`src/xbp_pkg.sv`:
```
package xbp_pkg;

  // =====================================================================
  // widths and sizes
  // =====================================================================
  localparam int PORT_W = 8;
  localparam int ADDR_W = 16;
  localparam logic [ADDR_W-1:0] IROM_SIZE = 16'h1000;
  localparam int IROM_AW = 12;
  localparam int VER_HI_W = IROM_AW - PORT_W;

  // =====================================================================
  // machine cycle timing, counted in oscillator periods (one clk each)
  // =====================================================================
  localparam logic [3:0] PH_LAST = 4'hb;
  localparam logic [3:0] PH_HALF = 4'h6;
  localparam logic [3:0] SUB_ALE_END = 4'h2;
  localparam logic [3:0] SUB_ADDR_END = 4'h3;
  localparam logic [3:0] SUB_STRB_ON = 4'h3;
  localparam logic [3:0] SUB_LAST = 4'h5;
  localparam logic [3:0] PH_XSTRB_ON = 4'h3;
  localparam logic [3:0] PH_XSTRB_OFF = 4'ha;
  localparam logic [3:0] PH_XSAMPLE = 4'h9;

  // reset pin must stay high for two machine cycles
  localparam int RST_HOLD_MC = 2;
  localparam int OSC_PER_MC = 12;
  localparam int RST_HOLD_CYC = RST_HOLD_MC * OSC_PER_MC;
  localparam logic [4:0] RST_HOLD_CNT = 5'(RST_HOLD_CYC);

  // =====================================================================
  // reset values and pin positions
  // =====================================================================
  localparam logic [PORT_W-1:0] LATCH_RESET = 8'hff;
  localparam int P3_RXD = 0;
  localparam int P3_TXD = 1;
  localparam int P3_IRQ_A = 2;
  localparam int P3_IRQ_B = 3;
  localparam int P3_CNT_A = 4;
  localparam int P3_CNT_B = 5;
  localparam int P3_WR = 6;
  localparam int P3_RD = 7;
  localparam int VER_OE_BIT = 7;

  typedef enum logic [1:0] {
    XBP_CYC_CODE,
    XBP_CYC_DATA
  } xbp_cyc_e;

endpackage

```
`src/xbp_port.sv`:
```
module xbp_port
  import xbp_pkg::*;
(
  input wire logic clk,
  input wire logic reset,
  input wire logic rst_pin,
  input wire logic ext_access_select,
  input wire logic prog_verify_pin,
  input wire logic [PORT_W-1:0] p0_in,
  output logic [PORT_W-1:0] p0_out,
  output logic [PORT_W-1:0] p0_oe_n,
  input wire logic [PORT_W-1:0] p1_in,
  output logic [PORT_W-1:0] p1_out,
  output logic [PORT_W-1:0] p1_oe_n,
  input wire logic [PORT_W-1:0] p2_in,
  output logic [PORT_W-1:0] p2_out,
  output logic [PORT_W-1:0] p2_oe_n,
  input wire logic [PORT_W-1:0] p3_in,
  output logic [PORT_W-1:0] p3_out,
  output logic [PORT_W-1:0] p3_oe_n,
  output logic ale,
  output logic prog_store_strobe_n,
  output logic core_reset,
  input wire logic core_fetch_req,
  input wire logic [ADDR_W-1:0] core_pc,
  output logic [PORT_W-1:0] fetch_data,
  output logic fetch_valid,
  output logic [IROM_AW-1:0] irom_addr,
  input wire logic [PORT_W-1:0] irom_data,
  input wire logic xdata_req,
  input wire logic xdata_write,
  input wire logic [ADDR_W-1:0] xdata_addr,
  input wire logic [PORT_W-1:0] xdata_wdata,
  output logic xdata_busy,
  output logic [PORT_W-1:0] xdata_rdata,
  output logic xdata_done,
  input wire logic port_wr,
  input wire logic [1:0] port_sel,
  input wire logic [PORT_W-1:0] port_wdata,
  output logic [PORT_W-1:0] pin_p0,
  output logic [PORT_W-1:0] pin_p1,
  output logic [PORT_W-1:0] pin_p2,
  output logic [PORT_W-1:0] pin_p3,
  input wire logic core_txd,
  output logic rxd,
  output logic ext_irq_a,
  output logic ext_irq_b,
  output logic counter_in_a,
  output logic counter_in_b
);

  // =====================================================================
  // pin synchronisers
  // =====================================================================
  logic [4*PORT_W-1:0] port_sync;
  logic [2:0] ctrl_sync;

  xbp_sync #(
    .WIDTH(4*PORT_W),
    .INIT({4*PORT_W{1'b1}})
  ) u_port_sync (
    .clk(clk),
    .reset(reset),
    .pin({p3_in, p2_in, p1_in, p0_in}),
    .level(port_sync)
  );

  xbp_sync #(
    .WIDTH(3),
    .INIT(3'b010)
  ) u_ctrl_sync (
    .clk(clk),
    .reset(reset),
    .pin({prog_verify_pin, ext_access_select, rst_pin}),
    .level(ctrl_sync)
  );

  wire rst_level = ctrl_sync[0];
  wire sel_level = ctrl_sync[1];
  wire verify = ctrl_sync[2];
  assign pin_p0 = port_sync[PORT_W-1:0];
  assign pin_p1 = port_sync[2*PORT_W-1:PORT_W];
  assign pin_p2 = port_sync[3*PORT_W-1:2*PORT_W];
  assign pin_p3 = port_sync[4*PORT_W-1:3*PORT_W];

  // =====================================================================
  // reset pin qualification
  // =====================================================================
  // the count only runs on clk, so with a stopped oscillator the pin never resets
  logic [4:0] rst_cnt;
  wire rst_held = rst_cnt == RST_HOLD_CNT;
  wire [4:0] next_rst_cnt = !rst_level ? 5'h00 : (rst_held ? rst_cnt : rst_cnt + 5'h01);

  always_ff @(posedge clk or posedge reset) begin
    if (reset) begin
      rst_cnt <= '0;
      core_reset <= 1'b1;
    end else begin
      rst_cnt <= next_rst_cnt;
      core_reset <= rst_held || (core_reset && rst_level);
    end
  end

  // =====================================================================
  // machine cycle phase: twelve oscillator periods, two halves of six
  // =====================================================================
  logic [3:0] ph;
  xbp_cyc_e cyc;
  wire ph_end = ph == PH_LAST;
  wire half = ph >= PH_HALF;
  wire [3:0] sub = half ? ph - PH_HALF : ph;
  wire sub_start = sub == 4'h0;
  wire sub_end = sub == SUB_LAST;
  wire data_cyc = cyc == XBP_CYC_DATA;

  // =====================================================================
  // port latches and external data request
  // =====================================================================
  logic [PORT_W-1:0] lat0;
  logic [PORT_W-1:0] lat1;
  logic [PORT_W-1:0] lat2;
  logic [PORT_W-1:0] lat3;
  logic xd_pend;
  logic xd_wr;
  logic [ADDR_W-1:0] xd_addr;
  logic [PORT_W-1:0] xd_wdata;
  wire xd_take = xdata_req && !xd_pend && !core_reset;
  assign xdata_busy = xd_pend;

  always_ff @(posedge clk or posedge reset) begin
    if (reset) begin
      lat0 <= LATCH_RESET;
      lat1 <= LATCH_RESET;
      lat2 <= LATCH_RESET;
      lat3 <= LATCH_RESET;
    end else if (core_reset) begin
      lat0 <= LATCH_RESET;
      lat1 <= LATCH_RESET;
      lat2 <= LATCH_RESET;
      lat3 <= LATCH_RESET;
    end else if (port_wr) begin
      unique case (port_sel)
        2'd0: lat0 <= port_wdata;
        2'd1: lat1 <= port_wdata;
        2'd2: lat2 <= port_wdata;
        2'd3: lat3 <= port_wdata;
      endcase
    end
  end

  always_ff @(posedge clk or posedge reset) begin
    if (reset) begin
      xd_pend <= 1'b0;
      xd_wr <= 1'b0;
      xd_addr <= '0;
      xd_wdata <= '0;
    end else if (core_reset) begin
      xd_pend <= 1'b0;
    end else if (xd_take) begin
      xd_pend <= 1'b1;
      xd_wr <= xdata_write;
      xd_addr <= xdata_addr;
      xd_wdata <= xdata_wdata;
    end else if (data_cyc && ph_end) begin
      xd_pend <= 1'b0;
    end
  end

  // =====================================================================
  // cycle sequencing and fetch source
  // =====================================================================
  logic code_act;
  logic ext_fetch;
  logic [ADDR_W-1:0] fetch_addr;
  wire pc_internal = sel_level && (core_pc < IROM_SIZE);
  wire bus_idle = core_reset || verify;
  wire take_fetch = sub_start && !data_cyc && core_fetch_req && !bus_idle;
  // pend clears on the edge that ends the data cycle; without this it would repeat
  wire next_cyc_data = xd_pend && !data_cyc && !bus_idle;

  always_ff @(posedge clk or posedge reset) begin
    if (reset) begin
      ph <= '0;
      cyc <= XBP_CYC_CODE;
    end else begin
      ph <= ph_end ? 4'h0 : ph + 4'h1;
      if (ph_end) begin
        cyc <= next_cyc_data ? XBP_CYC_DATA : XBP_CYC_CODE;
      end
    end
  end

  always_ff @(posedge clk or posedge reset) begin
    if (reset) begin
      code_act <= 1'b0;
      ext_fetch <= 1'b0;
      fetch_addr <= '0;
    end else if (sub_start) begin
      code_act <= take_fetch;
      ext_fetch <= take_fetch && !pc_internal;
      fetch_addr <= core_pc;
    end
  end

  // =====================================================================
  // bus strobes
  // =====================================================================
  wire ext_half = code_act && ext_fetch && !data_cyc;
  // one pulse is dropped in the data cycle's second half
  assign ale = (sub < SUB_ALE_END) && !(data_cyc && half);
  // strobe is high whenever the half-cycle fetches from internal memory
  assign prog_store_strobe_n = !(ext_half && sub >= SUB_STRB_ON);
  wire addr_phase = sub < SUB_ADDR_END;
  wire xstrb = data_cyc && ph >= PH_XSTRB_ON && ph < PH_XSTRB_OFF;
  wire wr_strb_n = !(xstrb && xd_wr);
  wire rd_strb_n = !(xstrb && !xd_wr);
  wire bus_p0 = ext_half || (data_cyc && !half);
  wire p0_addr = bus_p0 && addr_phase;
  wire p0_wdat = xstrb && xd_wr;
  wire [PORT_W-1:0] bus_lo = data_cyc ? xd_addr[PORT_W-1:0] : fetch_addr[PORT_W-1:0];
  wire [PORT_W-1:0] bus_hi = data_cyc ? xd_addr[ADDR_W-1:PORT_W] : fetch_addr[ADDR_W-1:PORT_W];
  wire p2_bus = ext_half || data_cyc;

  // =====================================================================
  // returned bytes
  // =====================================================================
  wire fetch_sample = code_act && !data_cyc && sub_end;
  wire xd_sample = data_cyc && ph == PH_XSAMPLE;

  always_ff @(posedge clk or posedge reset) begin
    if (reset) begin
      fetch_data <= '0;
      fetch_valid <= 1'b0;
      xdata_rdata <= '0;
      xdata_done <= 1'b0;
    end else begin
      fetch_valid <= fetch_sample;
      xdata_done <= data_cyc && ph_end;
      // bus bytes answer our own strobes: taken raw, the synced copy lags
      if (fetch_sample) begin
        fetch_data <= ext_fetch ? p0_in : irom_data;
      end
      if (xd_sample && !xd_wr) begin
        xdata_rdata <= p0_in;
      end
    end
  end

  // =====================================================================
  // program verification: address in on ports 1 and 2, byte out on port 0
  // =====================================================================
  wire [IROM_AW-1:0] ver_addr = {pin_p2[VER_HI_W-1:0], pin_p1};
  wire ver_drive = verify && !pin_p2[VER_OE_BIT];
  assign irom_addr = verify ? ver_addr : fetch_addr[IROM_AW-1:0];

  // =====================================================================
  // pin drivers; oe_n low means the pin is driven
  // =====================================================================
  // port 0 sources actively on the bus, sinks only as a plain port
  wire p0_drive = p0_addr || p0_wdat || ver_drive;
  wire [PORT_W-1:0] p0_bus_val = ver_drive ? irom_data : (p0_addr ? bus_lo : xd_wdata);
  assign p0_out = p0_drive ? p0_bus_val : '0;
  assign p0_oe_n = p0_drive ? '0 : lat0;

  // quasi ports: a one is left to the pullup, a zero is pulled down
  assign p1_out = verify ? '1 : lat1;
  assign p1_oe_n = verify ? '1 : lat1;

  wire [PORT_W-1:0] p2_val = p2_bus ? bus_hi : lat2;
  assign p2_out = p2_val;
  assign p2_oe_n = verify ? '1 : (p2_bus ? '0 : p2_val);

  wire [PORT_W-1:0] p3_alt;
  assign p3_alt = {rd_strb_n, wr_strb_n, 4'hf, core_txd, 1'b1};
  wire [PORT_W-1:0] p3_val = lat3 & p3_alt;
  assign p3_out = p3_val;
  assign p3_oe_n = p3_val;

  // =====================================================================
  // port 3 alternate inputs, gated by their latch bits
  // =====================================================================
  wire [PORT_W-1:0] p3_in_alt = pin_p3 & lat3;
  assign rxd = p3_in_alt[P3_RXD];
  assign ext_irq_a = p3_in_alt[P3_IRQ_A];
  assign ext_irq_b = p3_in_alt[P3_IRQ_B];
  assign counter_in_a = p3_in_alt[P3_CNT_A];
  assign counter_in_b = p3_in_alt[P3_CNT_B];

endmodule // xbp_port

```
`src/xbp_sync.sv`:
```
module xbp_sync #(
  parameter int WIDTH = 1,
  parameter logic [WIDTH-1:0] INIT = '0
) (
  input wire logic clk,
  input wire logic reset,
  input wire logic [WIDTH-1:0] pin,
  output logic [WIDTH-1:0] level
);

  // =====================================================================
  // three stages; a change is taken once stages two and three agree
  // =====================================================================
  logic [WIDTH-1:0] s1;
  logic [WIDTH-1:0] s2;
  logic [WIDTH-1:0] s3;
  wire [WIDTH-1:0] agree = ~(s2 ^ s3);
  wire [WIDTH-1:0] next_level = (agree & s3) | (~agree & level);

  always_ff @(posedge clk or posedge reset) begin
    if (reset) begin
      s1 <= INIT;
      s2 <= INIT;
      s3 <= INIT;
      level <= INIT;
    end else begin
      s1 <= pin;
      s2 <= s1;
      s3 <= s2;
      level <= next_level;
    end
  end

endmodule // xbp_sync

```
`config.mk`:
```
export PLATFORM = sky130hd
export DESIGN_NAME = xbp_port
export DESIGN_NICKNAME = d
export VERILOG_FILES = /design/src/xbp_pkg.sv /design/src/xbp_port.sv /design/src/xbp_sync.sv
export SDC_FILE = /design/constraint.sdc
export NUM_CORES = 1
export LEC_CHECK = 0
export ABC_AREA = 1
export BUFFER_PORTS_ARGS = -buffer_cell sky130_fd_sc_hd__clkbuf_2
export CAP_MARGIN = 20
export CELL_PAD_IN_SITES_DETAIL_PLACEMENT = 0
export CELL_PAD_IN_SITES_GLOBAL_PLACEMENT = 1
export CORE_UTILIZATION = 40
export CTS_BUF_LIST = sky130_fd_sc_hd__clkbuf_8
export DETAILED_ROUTE_END_ITERATION = 7
export MAX_ROUTING_LAYER = met4
export PLACE_DENSITY_LB_ADDON = 0.1
export SLEW_MARGIN = 20
export SYNTH_ARGS = -nofsm -noshare
export SYNTH_HDL_FRONTEND = slang
export SYNTH_HIERARCHICAL = 1
export SYNTH_SLANG_ARGS = --single-unit
```
`constraint.sdc`:
```
create_clock -name clk -period 3.6 [get_ports clk]
set_clock_uncertainty 0.05 [all_clocks]
set_input_delay 0.18 -clock clk [delete_from_list [all_inputs] [get_ports clk]]
set_output_delay 0.18 -clock clk [all_outputs]
set_load 0.02 [all_outputs]
```
==> impl_metrics.json <==
{
  "highest_layer": "met4",
  "syn_to_final_growth_pct": 33.2,
  "worstPathArrival_ns": 2.54,
  "power.share.clock": 0.339,
  "wl_met3_um": 1160,
  "fin_setup_tns_ns": 0,
  "cts_setup_buffers": 0,
  "synth_edf_count": 0,
  "start_kind": "register",
  "synth_warnings": 6,
  "syn_inst": 958,
  "cts_buffer_depth": 3,
  "fillers": 2182,
  "min_to": "lat1[3]",
  "first_global_vias": 7073,
  "p_total_w": 0.00780,
  "yosysMostFrequentCell": "nand2_1",
  "path_class": "register to output port",
  "avgSynthCellArea_sq_um": 10.1,
  "finalCritPeriodShare": 0.769,
  "antenna_found_initial": 0,
  "htree_num_levels": 2,
  "worst_pin_slew_ns": 0.842,
  "netlist_top_cells_count": "nand2_1, dfstp_2, nor2_1, inv_1, dfrtp_1",
  "rows": 56,
  "p_switching_w": 0.00240,
  "fp.dieH_um": 157,
  "rr_endpoint": "fetch_addr[15]",
  "fmaxAchievable_ghz": 0.361,
  "clock_latency_ns": 0.53,
  "syn_nets": 1063,
  "drc": 0,
  "postRouteAntennaNets": 0,
  "ys.flop_type": "dfstp_2",
  "ir_worst_vdd_mv": 0.368,
  "drtPass1Iterations": 5,
  "place_area_sq_mm": 0.0110,
  "cts_made_buffers": 43,
  "final_nets": 1396,
  "cap_violations": 0,
  "fin_area_sq_mm": 0.0128,
  "place.gp.congestion": 0.812,
  "dp_slack_ns": 1.32,
  "drv_slew": 0,
  "vias": 7321,
  "rr_worst_depth": 10,
  "die_w_um": 157,
  "cts_tree": "done",
  "hpwl_um": 16500,
  "dieArea_sq_mm": 0.0247,
  "powerDensity_mw_per_mm2": 608,
  "slew_headroom": 0.438,
  "coreArea_sq_mm": 0.0235,
  "setup_viol": 0,
  "io-pin-count": 235,
  "post_cts_resized": 0,
  "hold_path_class": "input port to register",
  "critical_path_required_ns": 3.37,
  "worstPathMaxFanout": 12,
  "drt-vias-per-instance": 4.46,
  "rsz0062_at_grt": "no",
  "leakagePower_nw": 6.33,
  "syn_area_sq_mm": 0.00963,
  "outcome": "complete, no violations",
  "overflow": 0,
  "p_seq_frac": 0.445,
  "grt_max_degree": 74,
  "sw_frac_of_total": 0.308,
  "portBuffers": 234,
  "wl_met2_um": 10900,
  "clkSinkCount": 245,
  "pwr-share-comb": 0.216,
  "ys_types": 35,
  "ys_ff_latch": 245,
  "crit_path_end_kind": "output port",
  "r2r_start": "ph[2]",
  "wl_per_cell_um": 14.2,
  "synth_top_area_frac": 0.450,
  "instances_no_fill": 1643,
  "initial_utilization": 0.409,
  "place_inst": 1473,
  "synthArstFlopShare": 1.00,
  "grt_first_pass_wirelength_um": 36600,
  "fin_crit_ns": 2.77,
  "path_clk_slew_ns": 0.06,
  "setup_ws_ns": 0.832,
  "holdCritStartpoint": "port_wdata[3]",
  "worstHoldPathCells": 4,
  "post-synth-top-area-cell": "dfstp_2",
  "diodes": 0,
  "totalWireLength_um": 23300,
  "yosysSeqAreaShare": 0.658,
  "grtUsageTotal": 0.198,
  "cts_root_buffer": "clkbuf_8",
  "synthTopCellsByArea": "dfstp_2, dfrtp_1, nand2_1, nor2_1, inv_1",
  "drtIter0Drc": 296,
  "reg2reg_setup_slack_ns": 1.33,
  "final_hold_viol_count": 0,
  "internal_power_w": 0.00540,
  "drive_above_1_share": 0.388,
  "drt-met1-wl_um": 10700
}
[placed cells by master, fill, tap and decap left out, types with 2 or more instances in the layout]
cell type	n
dfrtp_1	80
clkbuf_2	234
o221ai_1	4
o21ai_0	72
nand3_1	20
or2_2	8
nor3_1	3
nand2_4	2
o21ai_2	10
clkinv_2	5
a21oi_1	63
o211ai_1	3
nor2_1	132
nor2_2	2
mux2_2	9
inv_4	2
buf_4	3
inv_1	130
inv_2	4
nand2_1	197
dlygate4sd3_1	92
ha_1	5
dfstp_2	165
nand4_1	4
clkbuf_8	60
o21ai_1	2
nand3_2	4
[worst max-delay path by stage]
stage | slack (ns) | to | startpoint | depth (start not counted)
after floorplan | 0.66 | code_act | reset | 1
after global placement | 1.35 | ext_fetch | ph[1] | 10
after detailed placement | 1.32 | ext_fetch | ph[1] | 10
after CTS | 0.79 | p0_out[7] | cyc[0] | 9
after global routing | 0.60 | p0_out[0] | cyc[0] | 7
final | 0.83 | p0_out[7] | ph[1] | 13
[final cells by class]
type	count	area, sq um	area share
clock buffers	60	826	0.0644
clock inverters	18	100	0.00780
inverters	124	470	0.0367
multi-input cells	547	2560	0.200
flip-flops and latches	245	6340	0.494
well taps	319	399	0.0311
repair buffers	330	2130	0.166
[cell families after synthesis]
group / synth area share
adders and majority gates: 0.00650
muxes: 0.0105
and+or+nand+nor: 0.160
AOI/OAI and AO/OA: 0.0887
DFF: 0.658
buffers and inverters: 0.0764
[metrics by stage]
step | hold slack [ns] | utilization
3_3_place_gp | 0.217 | 0.467
4_1_cts | 0.000405 | 0.545
3_5_place_dp | 0.219 | 0.467
6_report | 0.0303 | 0.545
2_1_floorplan | -0.00816 | -
5_1_grt | 0.0537 | 0.545
[layer usage]
metal | global-route usage | vias up
met5 | - | -
met4 | 0.0680 | 0
met3 | 0.0369 | 35
met2 | 0.301 | 205
met1 | 0.266 | 3434
li1 | - | 3647
[critical path, cell delays in order, from the launching register on]
cell and delay, ns:
dfrtp_1 0.47, ha_1 0.28, nand3_2 0.09, nand2_1 0.09, nand2_1 0.09, nand2_2 0.10
nor2_8 0.15, nand2_4 0.11, nand2_4 0.18, inv_2 0.08, nor2_1 0.10, nand2_1 0.06
inv_1 0.05, clkbuf_2 0.16
[power groups by stage]
stage,registers (W),logic [W],clock network [W]
final,0.00347,0.00169,0.00264
after global routing,0.00352,0.00187,0.00286
after CTS,0.00347,0.00172,0.00275
after detailed placement,0.00351,0.00163,0
after global placement,0.00350,0.00162,0
after floorplan,0.00357,0.00103,0
[what timing repair did]
action	CTS	global route
hold buffers	92	0
endpoints found under the setup margin	0	0
endpoints found under the hold margin	163	0
(Power assumes the default switching activity.)
